===== src/cfgmx_pkg.sv =====
// Overview of operation
// - One configurable control pin exists
// - Exactly one option chosen from config memory
// - Option and drive strength from config memory
// - Options: high impedance, constant one, constant zero
// - Power switch low when configured, high suspended
// - Suspend indicator low while suspended
// - Clock options give fast, mid, slow clocks
// - Clock outputs stop during suspend
// - General purpose mode under software control
// - Charger mode high when charger detected
// - Inverted charger mode gives complement
// - Write strobe low with each port update
// - Read strobe low with each port sample
// - Bus power sense mode is an input
// - Frame toggle flips on each frame start
// - Stay awake input blocks unplugged suspend
// - Bit-bang turns data lines into port
// - Async bit-bang paced by prescaler timer
// - Sync bit-bang samples only on write
// - Active-low external reset clears everything
package cfgmx_pkg;
   // Pin options, config memory bits [3:0]
   typedef enum logic [3:0] {
      OPT_TRISTATE = 4'h0,
      OPT_DRIVE1   = 4'h1,
      OPT_DRIVE0   = 4'h2,
      OPT_PWR_SW   = 4'h3,
      OPT_SLEEP    = 4'h4,
      OPT_CLK_FAST = 4'h5,
      OPT_CLK_MID  = 4'h6,
      OPT_CLK_SLOW = 4'h7,
      OPT_GPIO     = 4'h8,
      OPT_CHG      = 4'h9,
      OPT_CHG_N    = 4'hA,
      OPT_WR_STB   = 4'hB,
      OPT_RD_STB   = 4'hC,
      OPT_VBUS     = 4'hD,
      OPT_SOF_TOG  = 4'hE,
      OPT_AWAKE    = 4'hF
   } cfgmx_opt_t;
   // Configuration load sequencer
   typedef enum logic [1:0] {
      ST_REQ  = 2'b00,
      ST_WAIT = 2'b01,
      ST_RUN  = 2'b10
   } cfgmx_st_t;
   // Bit-bang modes
   typedef enum logic [1:0] {
      BB_OFF   = 2'b00,
      BB_ASYNC = 2'b01,
      BB_SYNC  = 2'b10
   } cfgmx_bb_t;
   // Config word layout
   localparam int CFG_OPT_LSB = 0;
   localparam int CFG_DRV_BIT = 4;
   // Register byte addresses
   localparam logic [7:0] REG_BB_CTRL = 8'h00;
   localparam logic [7:0] REG_BB_DIV  = 8'h04;
   localparam logic [7:0] REG_BB_TX   = 8'h08;
   localparam logic [7:0] REG_BB_RX   = 8'h0C;
   localparam logic [7:0] REG_GPIO    = 8'h10;
   localparam logic [7:0] REG_STATUS  = 8'h14;
   // Field positions
   localparam int BB_DIR_LSB   = 8;
   localparam int RX_PEND_BIT  = 8;
   localparam int GPIO_OE_BIT  = 1;
   localparam int GPIO_IN_BIT  = 2;
   localparam int ST_DRV_BIT   = 4;
   localparam int ST_LOAD_BIT  = 5;
   localparam int ST_TOG_BIT   = 6;
   // Reset values
   localparam logic [15:0] BB_DIV_RST = 16'h0000;
   localparam logic [7:0]  BB_DIR_RST = 8'h00;
   // Clock rates
   localparam longint SYS_HZ      = 100_000_000;
   localparam longint CLK_FAST_HZ = 24_000_000;
   localparam longint CLK_MID_HZ  = 12_000_000;
   localparam longint CLK_SLOW_HZ = 6_000_000;
   // Half periods in system cycles, rounded down
   localparam int FAST_HALF = int'(SYS_HZ / (2 * CLK_FAST_HZ));
   localparam int MID_HALF  = int'(SYS_HZ / (2 * CLK_MID_HZ));
   localparam int SLOW_HALF = int'(SYS_HZ / (2 * CLK_SLOW_HZ));
   // Counter bit that toggles at each half period
   localparam int FAST_BIT = $clog2(FAST_HALF);
   localparam int MID_BIT  = $clog2(MID_HALF);
   localparam int SLOW_BIT = $clog2(SLOW_HALF);
endpackage : cfgmx_pkg


===== src/cfgmx_top.sv =====
// Chosen here: the APB slave port and the register offsets.
`timescale 1ns/1ns
module cfgmx_top #(
   parameter int ADDR_W = 8,
   parameter int DIV_W  = 16
) (
   input  wire logic              CLK_IN,
   input  wire logic              SYS_RST_IN,
   input  wire logic              EXT_RST_N_IN,
   input  wire logic              PSEL_IN,
   input  wire logic              PENABLE_IN,
   input  wire logic              PWRITE_IN,
   input  wire logic [ADDR_W-1:0] PADDR_IN,
   input  wire logic [31:0]       PWDATA_IN,
   output logic                   PREADY_OUT,
   output logic [31:0]            PRDATA_OUT,
   output logic                   PSLVERR_OUT,
   output logic                   CFG_REQ_OUT,
   input  wire logic              CFG_ACK_IN,
   input  wire logic [7:0]        CFG_DATA_IN,
   input  wire logic              SUSPEND_IN,
   input  wire logic              CONFIGURED_IN,
   input  wire logic              CHARGER_IN,
   input  wire logic              SOF_IN,
   input  wire logic              CONFIG_PIN_IN,
   output logic                   CONFIG_PIN_OUT,
   output logic                   CONFIG_PIN_OE_N_OUT,
   output logic                   CONFIG_PIN_DRIVE_OUT,
   output logic                   BUS_POWER_SENSE_OUT,
   output logic                   STAY_AWAKE_OUT,
   input  wire logic [7:0]        DATA_IN,
   output logic [7:0]             DATA_OUT,
   output logic [7:0]             DATA_OE_N_OUT
);

   // Whole block state
   typedef struct packed {
      cfgmx_pkg::cfgmx_st_t  st;       // Load sequencer
      cfgmx_pkg::cfgmx_opt_t opt;      // Active pin option
      logic                  drive;    // Drive strength select
      logic                  req;      // Config read request
      logic                  pin_out;  // Pin level
      logic                  pin_oe_n; // Pin enable, low drives
      logic [3:0]            cnt;      // Clock divider
      logic                  tog;      // Frame toggle state
      logic                  gp_out;   // GPIO output value
      logic                  gp_oe;    // GPIO output enable
      logic                  vbus;     // Bus power sense
      logic                  awake;    // Stay awake request
      cfgmx_pkg::cfgmx_bb_t  bb_mode;  // Bit-bang mode
      logic [7:0]            bb_dir;   // Port direction, 1 out
      logic [DIV_W-1:0]      bb_div;   // Prescaler reload
      logic [DIV_W-1:0]      bb_tmr;   // Prescaler count
      logic [7:0]            bb_tx;    // Pending output byte
      logic                  bb_pend;  // Output byte waiting
      logic [7:0]            bb_rx;    // Last port sample
      logic [7:0]            dout;     // Port output
      logic [7:0]            doe_n;    // Port enables, low drives
      logic                  wr_n;     // Write strobe
      logic                  rd_n;     // Read strobe
      logic                  pready;   // Bus answer
      logic [31:0]           prdata;   // Bus read data
      logic                  pslverr;  // Bus error
   } cfgmx_state_t;

   cfgmx_state_t s_ff;     // Registered state
   cfgmx_state_t nxt_s;    // Next state
   logic         rst;      // Combined reset
   logic         acc;      // Access phase seen
   logic         wr_do;    // Write commits now
   logic [7:0]   byte_a;   // Low address byte

   // Either reset source clears the block
   assign rst    = SYS_RST_IN | ~EXT_RST_N_IN;
   assign acc    = PSEL_IN & PENABLE_IN;
   assign byte_a = PADDR_IN[7:0];
   assign wr_do  = acc & s_ff.pready & PWRITE_IN;

   // Address decode, used by the error path only
   function automatic logic mapped(input logic [7:0] a);
      case (a)
         cfgmx_pkg::REG_BB_CTRL,
         cfgmx_pkg::REG_BB_DIV,
         cfgmx_pkg::REG_BB_TX,
         cfgmx_pkg::REG_BB_RX,
         cfgmx_pkg::REG_GPIO,
         cfgmx_pkg::REG_STATUS: mapped = 1'b1;
         default:               mapped = 1'b0;
      endcase
   endfunction : mapped

   // Read data for one address
   function automatic logic [31:0] rd_word(input logic [7:0] a,
                                           input cfgmx_state_t s,
                                           input logic pin);
      rd_word = 32'h0000_0000;
      case (a)
         cfgmx_pkg::REG_BB_CTRL: begin
            rd_word[1:0] = s.bb_mode;
            rd_word[cfgmx_pkg::BB_DIR_LSB +: 8] = s.bb_dir;
         end
         cfgmx_pkg::REG_BB_DIV:
            rd_word[DIV_W-1:0] = s.bb_div;
         cfgmx_pkg::REG_BB_TX:
            rd_word[7:0] = s.bb_tx;
         cfgmx_pkg::REG_BB_RX: begin
            rd_word[7:0] = s.bb_rx;
            rd_word[cfgmx_pkg::RX_PEND_BIT] = s.bb_pend;
         end
         cfgmx_pkg::REG_GPIO: begin
            rd_word[0] = s.gp_out;
            rd_word[cfgmx_pkg::GPIO_OE_BIT] = s.gp_oe;
            rd_word[cfgmx_pkg::GPIO_IN_BIT] = pin;
         end
         cfgmx_pkg::REG_STATUS: begin
            rd_word[3:0] = s.opt;
            rd_word[cfgmx_pkg::ST_DRV_BIT]  = s.drive;
            rd_word[cfgmx_pkg::ST_LOAD_BIT] = (s.st == cfgmx_pkg::ST_RUN);
            rd_word[cfgmx_pkg::ST_TOG_BIT]  = s.tog;
         end
         default: rd_word = 32'h0000_0000;
      endcase
   endfunction : rd_word

   // Next state logic
   always_comb begin
      logic tick;   // Prescaler expiry
      tick  = 1'b0;
      nxt_s = s_ff;
      // Strobes and bus answer are single cycle
      nxt_s.pready  = 1'b0;
      nxt_s.pslverr = 1'b0;
      nxt_s.wr_n    = 1'b1;
      nxt_s.rd_n    = 1'b1;
      // Free divider for clock outputs
      nxt_s.cnt = s_ff.cnt + 4'h1;
      // Flip once per frame start
      if (SOF_IN) begin
         nxt_s.tog = ~s_ff.tog;
      end

      // Load pin setting from config memory
      case (s_ff.st)
         cfgmx_pkg::ST_REQ: begin
            nxt_s.req = 1'b1;
            nxt_s.st  = cfgmx_pkg::ST_WAIT;
         end
         cfgmx_pkg::ST_WAIT: begin
            if (CFG_ACK_IN) begin
               nxt_s.req   = 1'b0;
               nxt_s.opt   = cfgmx_pkg::cfgmx_opt_t'(
                  CFG_DATA_IN[cfgmx_pkg::CFG_OPT_LSB +: 4]);
               nxt_s.drive = CFG_DATA_IN[cfgmx_pkg::CFG_DRV_BIT];
               nxt_s.st    = cfgmx_pkg::ST_RUN;
            end
         end
         cfgmx_pkg::ST_RUN: begin
            nxt_s.req = 1'b0;
         end
         default: begin
            nxt_s.st = cfgmx_pkg::ST_REQ;
         end
      endcase

      // Bus access: one wait state, then answer
      if (acc & ~s_ff.pready) begin
         nxt_s.pready  = 1'b1;
         nxt_s.prdata  = rd_word(byte_a, s_ff, CONFIG_PIN_IN);
         nxt_s.pslverr = ~mapped(byte_a);
      end

      // Asynchronous pacing timer
      if (s_ff.bb_mode == cfgmx_pkg::BB_ASYNC) begin
         if (s_ff.bb_tmr == '0) begin
            tick         = 1'b1;
            nxt_s.bb_tmr = s_ff.bb_div;
         end else begin
            nxt_s.bb_tmr = s_ff.bb_tmr - 1'b1;
         end
      end else begin
         nxt_s.bb_tmr = s_ff.bb_div;
      end

      // Async tick: present next byte and sample port
      if (tick) begin
         if (s_ff.bb_pend) begin
            nxt_s.dout    = s_ff.bb_tx;
            nxt_s.bb_pend = 1'b0;
            nxt_s.wr_n    = 1'b0;
         end
         nxt_s.bb_rx = DATA_IN;
         nxt_s.rd_n  = 1'b0;
      end

      // Register writes, committed when answer is seen
      if (wr_do) begin
         case (byte_a)
            cfgmx_pkg::REG_BB_CTRL: begin
               nxt_s.bb_mode = cfgmx_pkg::cfgmx_bb_t'(PWDATA_IN[1:0]);
               nxt_s.bb_dir  = PWDATA_IN[cfgmx_pkg::BB_DIR_LSB +: 8];
            end
            cfgmx_pkg::REG_BB_DIV: begin
               nxt_s.bb_div = PWDATA_IN[DIV_W-1:0];
            end
            cfgmx_pkg::REG_BB_TX: begin
               nxt_s.bb_tx = PWDATA_IN[7:0];
               if (s_ff.bb_mode == cfgmx_pkg::BB_SYNC) begin
                  // Update and sample together
                  nxt_s.dout  = PWDATA_IN[7:0];
                  nxt_s.bb_rx = DATA_IN;
                  nxt_s.wr_n  = 1'b0;
                  nxt_s.rd_n  = 1'b0;
               end else if (s_ff.bb_mode == cfgmx_pkg::BB_ASYNC) begin
                  // New byte wins over a same-cycle tick
                  nxt_s.bb_pend = 1'b1;
               end
            end
            cfgmx_pkg::REG_GPIO: begin
               nxt_s.gp_out = PWDATA_IN[0];
               nxt_s.gp_oe  = PWDATA_IN[cfgmx_pkg::GPIO_OE_BIT];
            end
            default: begin
               // Read-only: write ignored
            end
         endcase
      end

      // Port drive: bit-bang owns all eight lines
      if (nxt_s.bb_mode == cfgmx_pkg::BB_OFF) begin
         nxt_s.doe_n = 8'hFF;
      end else begin
         nxt_s.doe_n = ~nxt_s.bb_dir;
      end

      // Input options, sampled only when selected
      nxt_s.vbus  = (s_ff.st == cfgmx_pkg::ST_RUN) &&
                    (s_ff.opt == cfgmx_pkg::OPT_VBUS) &&
                    CONFIG_PIN_IN;
      nxt_s.awake = (s_ff.st == cfgmx_pkg::ST_RUN) &&
                    (s_ff.opt == cfgmx_pkg::OPT_AWAKE) &&
                    CONFIG_PIN_IN;

      // Single pin function mux
      nxt_s.pin_out  = 1'b0;
      nxt_s.pin_oe_n = 1'b0;
      case (nxt_s.opt)
         cfgmx_pkg::OPT_TRISTATE: nxt_s.pin_oe_n = 1'b1;
         cfgmx_pkg::OPT_DRIVE1:   nxt_s.pin_out  = 1'b1;
         cfgmx_pkg::OPT_DRIVE0:   nxt_s.pin_out  = 1'b0;
         cfgmx_pkg::OPT_PWR_SW:
            nxt_s.pin_out = SUSPEND_IN | ~CONFIGURED_IN;
         cfgmx_pkg::OPT_SLEEP:
            nxt_s.pin_out = ~SUSPEND_IN;
         cfgmx_pkg::OPT_CLK_FAST:
            nxt_s.pin_out = ~SUSPEND_IN &
                            s_ff.cnt[cfgmx_pkg::FAST_BIT];
         cfgmx_pkg::OPT_CLK_MID:
            nxt_s.pin_out = ~SUSPEND_IN &
                            s_ff.cnt[cfgmx_pkg::MID_BIT];
         cfgmx_pkg::OPT_CLK_SLOW:
            nxt_s.pin_out = ~SUSPEND_IN &
                            s_ff.cnt[cfgmx_pkg::SLOW_BIT];
         cfgmx_pkg::OPT_GPIO: begin
            nxt_s.pin_out  = nxt_s.gp_out;
            nxt_s.pin_oe_n = ~nxt_s.gp_oe;
         end
         cfgmx_pkg::OPT_CHG:   nxt_s.pin_out = CHARGER_IN;
         cfgmx_pkg::OPT_CHG_N: nxt_s.pin_out = ~CHARGER_IN;
         cfgmx_pkg::OPT_WR_STB: nxt_s.pin_out = nxt_s.wr_n;
         cfgmx_pkg::OPT_RD_STB: nxt_s.pin_out = nxt_s.rd_n;
         cfgmx_pkg::OPT_VBUS,
         cfgmx_pkg::OPT_AWAKE:  nxt_s.pin_oe_n = 1'b1;
         cfgmx_pkg::OPT_SOF_TOG: nxt_s.pin_out = nxt_s.tog;
         default: nxt_s.pin_oe_n = 1'b1;
      endcase
      // Pin stays released until the setting is loaded
      if (nxt_s.st != cfgmx_pkg::ST_RUN) begin
         nxt_s.pin_out  = 1'b0;
         nxt_s.pin_oe_n = 1'b1;
      end
   end

   // State register with synchronous reset
   always_ff @(posedge CLK_IN) begin
      if (rst) begin
         s_ff          <= '0;
         s_ff.st       <= cfgmx_pkg::ST_REQ;
         s_ff.opt      <= cfgmx_pkg::OPT_TRISTATE;
         s_ff.pin_oe_n <= 1'b1;
         s_ff.bb_mode  <= cfgmx_pkg::BB_OFF;
         s_ff.bb_dir   <= cfgmx_pkg::BB_DIR_RST;
         s_ff.bb_div   <= cfgmx_pkg::BB_DIV_RST[DIV_W-1:0];
         s_ff.bb_tmr   <= cfgmx_pkg::BB_DIV_RST[DIV_W-1:0];
         s_ff.doe_n    <= 8'hFF;
         s_ff.wr_n     <= 1'b1;
         s_ff.rd_n     <= 1'b1;
         s_ff.prdata   <= 32'h0000_0000;
      end else begin
         s_ff <= nxt_s;
      end
   end

   // Outputs straight from state flops
   assign PREADY_OUT           = s_ff.pready;
   assign PRDATA_OUT           = s_ff.prdata;
   assign PSLVERR_OUT          = s_ff.pslverr;
   assign CFG_REQ_OUT          = s_ff.req;
   assign CONFIG_PIN_OUT       = s_ff.pin_out;
   assign CONFIG_PIN_OE_N_OUT  = s_ff.pin_oe_n;
   assign CONFIG_PIN_DRIVE_OUT = s_ff.drive;
   assign BUS_POWER_SENSE_OUT  = s_ff.vbus;
   assign STAY_AWAKE_OUT       = s_ff.awake;
   assign DATA_OUT             = s_ff.dout;
   assign DATA_OE_N_OUT        = s_ff.doe_n;

endmodule : cfgmx_top


===== config.mk =====
export PLATFORM = sky130hd
export DESIGN_NAME = cfgmx_top
export DESIGN_NICKNAME = d
export VERILOG_FILES = /design/src/cfgmx_pkg.sv /design/src/cfgmx_top.sv
export SDC_FILE = /design/constraint.sdc
export NUM_CORES = 1
export LEC_CHECK = 0
export BUFFER_PORTS_ARGS = -buffer_cell sky130_fd_sc_hd__buf_2
export CORE_MARGIN = 1
export CORE_UTILIZATION = 58
export CTS_BUF_LIST = sky130_fd_sc_hd__clkbuf_4 sky130_fd_sc_hd__clkbuf_8 sky130_fd_sc_hd__clkbuf_16
export CTS_CLUSTER_SIZE = 40
export DETAILED_ROUTE_END_ITERATION = 8
export HOLD_SLACK_MARGIN = 0.03
export PLACE_DENSITY = 0.86
export SLEW_MARGIN = 20
export SYNTH_ARGS = -nofsm -noshare
export SYNTH_HDL_FRONTEND = slang
export SYNTH_SLANG_ARGS = --single-unit

===== constraint.sdc =====
create_clock -name CLK_IN -period 7.1 [get_ports CLK_IN]
set_input_delay 0.71 -clock CLK_IN [delete_from_list [all_inputs] [get_ports CLK_IN]]
set_output_delay 0.71 -clock CLK_IN [all_outputs]
set_load 0.01 [all_outputs]

# After elaboration in Yosys (flattened, before gate mapping)
# Cells that the tools add are included.
dict set report totals {
  inputBits 68
  output_inout_bits 56
  ff_bits 112
  wordCells 128
}
dict set report classes {
  addsub 2
  mux 37
  reduce_logical 19
  bitwise_logic 19
  n_eq_ne 27
}
# operator n
set op_table {}
lappend op_table {{16-bit 2-to-1 mux} 4}
lappend op_table {{17-bit 2-to-1 mux} 3}
lappend op_table {{4-bit equality test, second input constant} 10}
lappend op_table {{34-bit 2-to-1 mux} 1}
lappend op_table {{26-bit 2-to-1 mux} 1}
lappend op_table {{4-bit by 3-bit equality test with 1-bit output, second input constant} 4}
lappend op_table {{8-bit by 4-bit equality test with 1-bit output, second input constant} 2}
lappend op_table {{8-bit by 5-bit equality test with 1-bit output, second input constant} 2}
lappend op_table {{16-bit logical NOT} 1}
lappend op_table {{8-bit 2-to-1 mux} 2}
lappend op_table {{4-bit one-hot mux with 4 select lines} 1}
lappend op_table {{16-bit by 1-bit subtractor with 16-bit output, second input constant} 1}
lappend op_table {{7-bit one-hot mux with 2 select lines} 1}
lappend op_table {{2-bit 2-to-1 mux} 6}
lappend op_table {{1-bit one-hot mux with 12 select lines} 1}
lappend op_table {{2-bit one-hot mux with 6 select lines} 1}
lappend op_table {{10-bit 2-to-1 mux} 1}
lappend op_table {{1-bit NOT} 9}
lappend op_table {{1-bit one-hot mux with 3 select lines} 3}
lappend op_table {{8-bit by 3-bit equality test with 1-bit output, second input constant} 1}
lappend op_table {{8-bit logical NOT} 1}
lappend op_table {{1-bit 2-to-1 mux} 8}
lappend op_table {{8-bit NOT} 1}
lappend op_table {{2-bit AND reduction} 4}
lappend op_table {{other kinds (19)} 35}

# Logic depth before layout (Yosys ltp)
# Gate-level depths: netlist of the first run.
dict set report depth {
  depth_word 8
  mapped_depth 9
  depth_no_buf 8
}

# Worst setup path before layout of the first run
# OpenSTA, ideal clock, no wires.
dict set report synth_path {
  kind {in2reg}
  from {in PADDR_IN[5]}
  to {reg s_ff, in the netlist CONFIG_PIN_OUT}
  t_arrival_ps 2524
  path_slack_ps 4440
  required_time_ps 6963
  path_stages 8
  path_buffers 2
  setup_time_ps 137
  cell_sequence {or4_4 -> or4_4 -> buf_6 -> o21ai_4 -> buf_12 -> nor3b_2 -> o311ai_2 -> o311ai_1}
}
dict set report synth_between {
  elab_chain_len 4
  word_cells_on_any_way 7
  cone_classes {2 x eq/ne; 5 x mux}
}
# element line_no
set synth_lines {}
lappend synth_lines {{start, declared} cfgmx_top.sv:13} ;# input wire logic [ADDR_W-1:0] PADDR_IN,
lappend synth_lines {{8-bit by 4-bit equality test with 1-bit output / 8-bit by 5-bit equality test with 1-bit output (equally long branches)} cfgmx_top.sv:197} ;# case (byte_a)
lappend synth_lines {{2-bit 2-to-1 mux} cfgmx_top.sv:197}
lappend synth_lines {{2-bit 2-to-1 mux} cfgmx_top.sv:196} ;# if (wr_do) begin
lappend synth_lines {{1-bit one-hot mux with 12 select lines *} cfgmx_top.sv:246} ;# case (nxt_s.opt)
lappend synth_lines {{end signal, assigned} cfgmx_top.sv:299} ;# s_ff <= nxt_s;
lappend synth_lines {{end, declared} cfgmx_top.sv:66} ;# cfgmx_state_t s_ff;
# Every way passes the cells marked *; elsewhere a longest branch is shown, timed or not.
# A chain may end at the register's enable or synchronous reset.

# Final worst setup path of the first run
dict set report layout_path {
  from {reg s_ff[129] in the netlist's numbering}
  to {reg s_ff, in the netlist CONFIG_PIN_OUT}
}
dict set report layout_between {
  elab_chain_len 4
  word_cells_on_any_way 21
  cone_classes {15 x eq/ne; 4 x mux; 2 x reduce/logical}
}
# element line_no
set layout_lines {}
lappend layout_lines {{2-bit by 1-bit equality test with 1-bit output (tied with other cells)} cfgmx_top.sv:143} ;# case (s_ff.st)
lappend layout_lines {{5-bit 2-to-1 mux / 2-bit one-hot mux with 3 select lines (equally long branches)} cfgmx_top.sv:143}
lappend layout_lines {{4-bit equality test (tied with other cells)} cfgmx_top.sv:246}
lappend layout_lines {{1-bit one-hot mux with 12 select lines / 2-bit OR reduction (equally long branches)} n/a}
# Several ways; a longest one is shown, not always the timed one. The select of a mux whose other input is x is not followed.

==> qor.txt, run 1 <==
SETUP PATH
--------------------------------------------------------------------------------------
Arrival @ worst endpoint ................................................      3.34 ns
Required @ worst endpoint ...............................................      7.38 ns
Startpoint types ........................................................         flop
Capturing element type of the critical path .............................         flop
Category of the most critical setup path ................................ flop to flop
CP Max Fanout ...........................................................           13

SYNTH
--------------------------------------------------------------------------------------
Share of synthesized area occupied by flip-flops and latches ............        42.4%
Fraction of the mapped netlist area in compound gates ...................        14.9%
Ys Warns ................................................................            0
Post-Syn Area ...........................................................   5290 sq um
EDFF count, synth .......................................................            0
Post-Synth Adder-Cell Area ..............................................        1.66%
Xor/xnor share of the synthesized area ..................................        2.48%
Gate count of the mapped netlist ........................................          608
Distinct cells, synth ...................................................           60
Post-synth ARST share ...................................................           0%
Multiplexer share of the synthesized area ...............................        7.62%
Mean post-synth cell area ...............................................   8.70 sq um
Flip-flop and latch count after synthesis ...............................          112
Top_reg_cell synth ...................................................... sky130_fd_sc_hd__dfxtp_1
Post-synthesis share of cell area spent on and, or, nand and nor gates ..        20.5%
Dominant combinational cell family by area after synthesis .............. simple AND/OR/NAND/NOR gates

DETAILED ROUTING
--------------------------------------------------------------------------------------
Remaining DRCs ..........................................................            0
Drt via density .........................................................         5.89
Wire length per cell ....................................................      16.7 um
Number of routed nets with antenna violations ...........................            0
Starting DRT DRC Count ..................................................          331
Vias ....................................................................         4452
Detailed Routing Iterations Pass 1 ......................................            5
Final wirelength ........................................................     12600 um

POWER AND IR DROP
--------------------------------------------------------------------------------------
Leakage .................................................................      2.17 nW
Sw frac .................................................................        27.0%
Worst vdd rail ir drop ..................................................     0.102 mV
PD cells ................................................................  194 nW/um^2
Clock network power share ...............................................        35.2%
Int Power ...............................................................   0.000801 W
Net Sw Power ............................................................   0.000297 W
Tot Pwr .................................................................    0.00110 W
Seq pwr share ...........................................................        57.9%
Share of power burned in combinational logic ............................         6.9%

FINISH
--------------------------------------------------------------------------------------
Post-synthesis to final-layout area growth ..............................        6.76%
Most common cell after layout, fill and taps aside ...................... sky130_fd_sc_hd__dfxtp_1
Count of filler cells inserted in the layout ............................          722
N_diodes ................................................................            0
Leading cell types in the layout, fill and taps excluded ................ 112 x sky130_fd_sc_hd__dfxtp_1, 88 x sky130_fd_sc_hd__buf_2, 83 x sky130_fd_sc_hd__nor2_1
Non-filler instance count after layout ..................................          756
Share of layout cells above drive strength 1 ............................        18.8%
Final net count .........................................................          718

CTS
--------------------------------------------------------------------------------------
Clock slew at the register clock pins of the worst setup and hold paths .      0.11 ns
Cell at the root of the clock tree ...................................... sky130_fd_sc_hd__clkbuf_8
Hold-fix buffer count after cts .........................................            0
Clock latency at the later pin of the worst-skew pair ...................      0.38 ns
Post-CTS Resized ........................................................            0
Post-CTS Repair Setup Buffers ...........................................            0
Buffer depth of the longest clock path ..................................            2
TritonCTS clock tree ....................................................         done
Number of sinks on the clock net ........................................          112
Number of levels the H-tree was split into ..............................            3
Number of buffers inserted during clock tree synthesis ..................            9

FLOORPLAN
--------------------------------------------------------------------------------------
Ports ...................................................................          124
Height of the die .......................................................      97.5 um
Core area ...............................................................   8760 sq um
Starting density of the core ............................................        60.4%
Die width ...............................................................      97.5 um
Row Count ...............................................................           34
Full die area ...........................................................   9510 sq um

GLOBAL ROUTING
--------------------------------------------------------------------------------------
Total track usage .......................................................        26.7%
Via count of the first global-routing pass ..............................         4323
Leftover overflow at the end of global routing ..........................            0
Antenna violations before repair ........................................            0
Wire length of the first global-routing pass ............................     20400 um
Maximum number of pins on one net before global-route repair ............          103

PLACE
--------------------------------------------------------------------------------------
Detail Placement HPWL ...................................................      9000 um
Number of port buffers ..................................................           88
Cell count after placement ..............................................          740
GP Congestion ...........................................................        0.902

TIMING
--------------------------------------------------------------------------------------
Peak clock frequency supported by timing ................................      327 MHz
Slew of the pin with the lowest slew margin .............................      1.05 ns
Max transition margin ...................................................        29.7%
Final Slew Violations ...................................................            0
RSZ-0062 raised after global routing ....................................        false
Number of failing setup endpoints in the final timing report ............            0
Post-route clock period utilization .....................................        43.1%
Post-route setup TNS ....................................................         0 ns
Final clock skew ........................................................    0.0293 ns
Final number of hold-violating endpoints ................................            0
Post-layout minimum cycle time ..........................................      3.06 ns

STATUS
--------------------------------------------------------------------------------------
Status .................................................................. complete, no violations

RUN
--------------------------------------------------------------------------------------
MaxCap Viol Count .......................................................            0

MIN PATH
--------------------------------------------------------------------------------------
Worst Hold Class ........................................................ flop to flop

[critical path: stages (launching register included)]
cell                        delay (ns)
sky130_fd_sc_hd__dfxtp_1          0.35
sky130_fd_sc_hd__inv_1            0.14
sky130_fd_sc_hd__ha_1             0.29
sky130_fd_sc_hd__and2_1           0.49
sky130_fd_sc_hd__mux2_2           0.48
sky130_fd_sc_hd__a2111oi_2        0.58
sky130_fd_sc_hd__o21ai_0          0.21
sky130_fd_sc_hd__or3_1            0.35
sky130_fd_sc_hd__o311ai_1         0.09
[cell families after synthesis]
| kind of cell | Yosys count |
|---|---|
| other cells | 1 |
| compound gates | 111 |
| mux | 40 |
| simple gates | 231 |
| buf+inv | 91 |
| flops | 112 |
| xor+xnor | 15 |
| fa+ha+maj | 7 |
[sequential cells by signal, indices dropped and copies added (netlist names)]
register and flops:
CONFIG_PIN_DRIVE_OUT 1, PSLVERR_OUT 1, PREADY_OUT 1, BUS_POWER_SENSE_OUT 1, STAY_AWAKE_OUT 1, s_ff 72, DATA_OUT 8, CONFIG_PIN_OUT 1
CFG_REQ_OUT 1, DATA_OE_N_OUT 8, PRDATA_OUT 16, CONFIG_PIN_OE_N_OUT 1
[synth_stat cells (4+ instances only)]
cell type / instances / area, sq um
sky130_fd_sc_hd__nor2b_1: 5 / 31.3
sky130_fd_sc_hd__nor2_1: 83 / 312
sky130_fd_sc_hd__or3_1: 4 / 25.0
sky130_fd_sc_hd__inv_1: 8 / 30.0
sky130_fd_sc_hd__a22oi_1: 4 / 30.0
sky130_fd_sc_hd__a211oi_1: 30 / 225
sky130_fd_sc_hd__clkbuf_1: 30 / 113
sky130_fd_sc_hd__a21oi_1: 34 / 170
sky130_fd_sc_hd__a221oi_1: 11 / 96.3
sky130_fd_sc_hd__nand2_1: 59 / 221
sky130_fd_sc_hd__o21ai_0: 4 / 20.0
sky130_fd_sc_hd__mux2i_1: 38 / 380
sky130_fd_sc_hd__ha_1: 7 / 87.6
sky130_fd_sc_hd__nor4_1: 7 / 43.8
sky130_fd_sc_hd__nand2b_1: 14 / 87.6
sky130_fd_sc_hd__dfxtp_1: 112 / 2240
sky130_fd_sc_hd__nand3_1: 17 / 85.1
sky130_fd_sc_hd__nor3_1: 20 / 100
sky130_fd_sc_hd__nand4_1: 6 / 37.5
sky130_fd_sc_hd__xor2_1: 4 / 35.0
sky130_fd_sc_hd__buf_4: 48 / 360
sky130_fd_sc_hd__xnor2_1: 11 / 96.3
[final cells by class]
cell class	count	area (sq um)	area share, %
inverter	8	30.0	0.532
timing repair buffer	92	470	8.33
tap	108	135	2.39
multi-input combinational	420	2570	45.5
clock inverter	7	78.8	1.40
sequential	112	2240	39.7
clock buffer	9	124	2.19
[worst paths after layout]
check                               to  slack (ns)  cells past startpoint            startpoint
max          CONFIG_PIN_OUT$_SDFF_PP0_        4.04                      8  s_ff[129]$_SDFF_PP0_
min               s_ff[116]$_SDFF_PP0_        0.46                      1  s_ff[116]$_SDFF_PP0_
max reg2reg  CONFIG_PIN_OUT$_SDFF_PP0_        4.04                      8  s_ff[129]$_SDFF_PP0_
min reg2reg       s_ff[116]$_SDFF_PP0_        0.46                      1  s_ff[116]$_SDFF_PP0_
[stage by stage]
stage / setup slack, ns / hold WS (ns) / area (sq um) / util [%]
after floorplan: 4.44 / 0.418 / 5350 / -
after global placement: 3.68 / 0.428 / 5440 / 62.1
after detailed placement: 3.60 / 0.444 / 5440 / 62.1
after CTS: 3.96 / 0.465 / 5650 / 64.4
after global routing: 3.74 / 0.485 / 5650 / 64.4
final: 4.04 / 0.460 / 5650 / 64.4
[power groups by stage]
stage	Sequential, W	Clock [W]	Combinational (W)
2_1_floorplan	0.000650	0	0.0000528
3_3_place_gp	0.000650	0	0.0000736
3_5_place_dp	0.000650	0	0.0000743
4_1_cts	0.000636	0.000387	0.0000747
5_1_grt	0.000636	0.000416	0.0000822
6_report	0.000636	0.000387	0.0000756
[metal layers]
metal | vias to the layer above | wire (um) | track usage [%]
li1 | 2142 | - | -
met1 | 2100 | 5160 | 31.4
met2 | 182 | 6420 | 46.9
met3 | 28 | 698 | 5.47
met4 | 0 | 357 | 11.2
met5 | - | 0 | 0
No activity file was read; power rests on OpenSTA's default activity.
==> run 2: changes to the inputs <==
- ABC_AREA: not set -> 1
- CORE_UTILIZATION: 58 -> 55
- PLACE_DENSITY: 0.86 -> 0.82
- clock period: 7.1 -> 2.9 ns (I/O delays scaled with it)
==> run 2 against run 1 <==
  * Sequential power up 150%
  * Largest cell class unchanged
  * Die area is 11% higher
  * Flip-flop and latch count did not move
  * Global-route usage decreased by 1.9 points
  * Critical endpoint is now s_ff[80]$_SDFF_PP0_
==> qor.txt, run 2 <==
SETUP PATH
--------------------------------------------------------------------------------------
Buffering stage count on the worst path with inverters included .........            2
Reg2Reg Setup Slack .....................................................      0.91 ns
Required @ worst endpoint ...............................................      3.17 ns
Cell mode on critical path .............................................. sky130_fd_sc_hd__nand2_1
Largest incremental delay on the critical path ..........................      0.37 ns
Arrival @ worst endpoint ................................................      2.26 ns
Largest delay share family, worst path .................................. simple AND/OR/NAND/NOR gates
CP Max Fanout ...........................................................           23
Category of the most critical setup path ................................ flop to flop
Critical Path Slowest Stage Cell ........................................ sky130_fd_sc_hd__nand2_2
Capturing element type of the critical path .............................         flop
Startpoint types ........................................................         flop
Worst-path cell chain ................................................... inv_1 -> ha_1 -> nand2_1 -> nor4_1 -> nand2_1 -> nand2_2 -> inv_2 -> o21ai_0 -> nor2_1

TIMING
--------------------------------------------------------------------------------------
RSZ-0062 raised after global routing ....................................        false
Slew of the pin with the lowest slew margin .............................     0.809 ns
Peak clock frequency supported by timing ................................      503 MHz
Final number of hold-violating endpoints ................................            0
Worst Hold Margin .......................................................     0.135 ns
Number of failing setup endpoints in the final timing report ............            0
Final clock skew ........................................................    0.0106 ns
Max transition margin ...................................................        45.9%
Final Slew Violations ...................................................            0
Post-layout minimum cycle time ..........................................      1.99 ns
Post-route clock period utilization .....................................        68.6%
Post-route setup TNS ....................................................         0 ns

POWER AND IR DROP
--------------------------------------------------------------------------------------
PD cells ................................................................  456 nW/um^2
Tot Pwr .................................................................    0.00272 W
Sw frac .................................................................        25.5%
Int Power ...............................................................    0.00203 W
Clock network power share ...............................................        35.6%
Share of power burned in combinational logic ............................         7.2%
Seq pwr share ...........................................................        57.2%
Worst vdd rail ir drop ..................................................     0.288 mV
Net Sw Power ............................................................   0.000695 W
Leakage .................................................................      2.86 nW

PLACE
--------------------------------------------------------------------------------------
Number of port buffers ..................................................           88
Cell count after placement ..............................................          924
Detail Placement HPWL ...................................................      9230 um
GP Congestion ...........................................................        0.900

GLOBAL ROUTING
--------------------------------------------------------------------------------------
Leftover overflow at the end of global routing ..........................            0
Maximum number of pins on one net before global-route repair ............           36
Total track usage .......................................................        24.8%
Via count of the first global-routing pass ..............................         4287
Wire length of the first global-routing pass ............................     20400 um
Most used routing layer in global routing ...............................         met2
Met3 global-route usage .................................................        3.80%
Met1 usage in global routing ............................................        34.6%
Met2 Use GR .............................................................        39.2%
Antenna violations before repair ........................................            0

FLOORPLAN
--------------------------------------------------------------------------------------
Die width ...............................................................       103 um
Core area ...............................................................   9820 sq um
Starting density of the core ............................................        56.9%
Height of the die .......................................................       103 um
Ports ...................................................................          124
Full die area ...........................................................  10600 sq um
Row Count ...............................................................           36

CTS
--------------------------------------------------------------------------------------
Number of sinks on the clock net ........................................          112
Post-CTS Repair Setup Buffers ...........................................            0
Number of buffers inserted during clock tree synthesis ..................            9
Post-CTS Resized ........................................................            0
Clock latency at the later pin of the worst-skew pair ...................      0.38 ns
TritonCTS clock tree ....................................................         done
Cell at the root of the clock tree ...................................... sky130_fd_sc_hd__clkbuf_8
Hold-fix buffer count after cts .........................................            0
Buffer depth of the longest clock path ..................................            2
Number of levels the H-tree was split into ..............................            3
Clock slew at the register clock pins of the worst setup and hold paths .      0.11 ns

FINISH
--------------------------------------------------------------------------------------
Combined area of the multi-input logic cells ............................   2540 sq um
Register with the most flip-flops .......................................         s_ff
Largest register FFs ....................................................           72
Register cell area after layout .........................................   2240 sq um
Most common cell after layout, fill and taps aside ...................... sky130_fd_sc_hd__nand2_1
Count of filler cells inserted in the layout ............................          949
Final net count .........................................................          877
Post-synthesis to final-layout area growth ..............................        6.81%
Share of layout cells above drive strength 1 ............................        19.6%
Non-filler instance count after layout ..................................          939
N_diodes ................................................................            0
Leading cell types in the layout, fill and taps excluded ................ 116 x sky130_fd_sc_hd__nand2_1, 112 x sky130_fd_sc_hd__dfxtp_1, 98 x sky130_fd_sc_hd__nor2_1

RUN
--------------------------------------------------------------------------------------
MaxCap Viol Count .......................................................            0

SYNTH
--------------------------------------------------------------------------------------
Most numerous cell in the Yosys netlist ................................. sky130_fd_sc_hd__nand2_1
Most area-consuming cells after synthesis ............................... sky130_fd_sc_hd__dfxtp_1 40%, sky130_fd_sc_hd__nand2_1 7.8%, sky130_fd_sc_hd__buf_4 7.0%, sky130_fd_sc_hd__nor2_1 6.7%, sky130_fd_sc_hd__inv_1 5.5%
Distinct cells, synth ...................................................           42
Post-Syn Area ...........................................................   5590 sq um
Ys Warns ................................................................            0
Top_reg_cell synth ...................................................... sky130_fd_sc_hd__dfxtp_1
Fraction of synthesized cell area taken by the top area cell type .......        40.1%
Gate count of the mapped netlist ........................................          758
EDFF count, synth .......................................................            0
Top post-synthesis cells by count ....................................... 116 x sky130_fd_sc_hd__nand2_1, 112 x sky130_fd_sc_hd__dfxtp_1, 99 x sky130_fd_sc_hd__nor2_1, 82 x sky130_fd_sc_hd__inv_1, 60 x sky130_fd_sc_hd__o21ai_0
Post-synth ARST share ...................................................           0%
Biggest area consumer among synthesized cells ........................... sky130_fd_sc_hd__dfxtp_1
Share of synthesized area occupied by flip-flops and latches ............        40.1%
Mean post-synth cell area ...............................................   7.37 sq um
Flip-flop and latch count after synthesis ...............................          112

STATUS
--------------------------------------------------------------------------------------
Status .................................................................. complete, no violations

DETAILED ROUTING
--------------------------------------------------------------------------------------
Number of routed nets with antenna violations ...........................            0
Drt via density .........................................................         5.14
Vias ....................................................................         4831
Starting DRT DRC Count ..................................................          448
Final wirelength ........................................................     12500 um
Wire length per cell ....................................................      13.3 um
Detailed Routing Iterations Pass 1 ......................................            5
Remaining DRCs ..........................................................            0

MIN PATH
--------------------------------------------------------------------------------------
Worst Hold Class ........................................................ input port to flop

run 2: cell families after synthesis:
family | Yosys count | synth area share (%)
flip-flops | 112 | 40.1
AO/OA/AOI/OAI | 164 | 16.1
adder cells (fa/ha/maj) | 7 | 1.57
other | 1 | 0.0671
AND/OR/NAND/NOR | 296 | 24.6
XOR/XNOR | 13 | 2.04
buffers and inverters | 165 | 15.5
run 2: routing by layer:
layer / wire [um] / share of wire (%)
met1: 5870 / 47
met5: 0 / 0
met2: 5600 / 45
met4: 205 / 1.6
met3: 823 / 6.6
run 2: power groups by stage:
stage,logic (W),registers (W),clock network [W]
floorplan,0.000139,0.00159,0
global placement,0.000190,0.00159,0
detailed placement,0.000192,0.00159,0
CTS,0.000193,0.00156,0.000972
global route,0.000218,0.00156,0.00102
finish,0.000195,0.00156,0.000970
run 2: layout make-up:
type,count,share of cell area [%]
Sequential cell,112,37.6
Clock buffer,9,2.08
Tap cell,133,2.79
Multi-Input combinational cell,496,42.7
Inverter,91,5.72
Timing Repair Buffer,92,7.88
Clock inverter,6,1.30
run 2: worst register-to-register path, delay by kind of cell (launching register included):
kind                       cells  cell delay [ns]
and+or+nand+nor                5             0.85
AOI/OAI and AO/OA              1             0.26
adders and majority gates      1             0.18
DFF                            1             0.32
buffers and inverters          2             0.28
run 2: final timing paths:
kind,cells past startpoint,startpoint,to
max,9,s_ff[69]$_SDFF_PP0_,s_ff[80]$_SDFF_PP0_
min reg2reg,2,PRDATA_OUT[3]$_SDFFE_PP0P_,PRDATA_OUT[3]$_SDFFE_PP0P_
min,3,DATA_IN[2],s_ff[54]$_SDFF_PP0_
max reg2reg,9,s_ff[69]$_SDFF_PP0_,s_ff[80]$_SDFF_PP0_
run 2: through the flow:
step	cell area, sq um	setup WS, ns	util (%)
6_report	5970	0.912	60.8
4_1_cts	5970	0.914	60.8
3_5_place_dp	5770	0.947	58.7
5_1_grt	5970	0.728	60.8
3_3_place_gp	5770	0.989	58.7
2_1_floorplan	5640	1.34	-
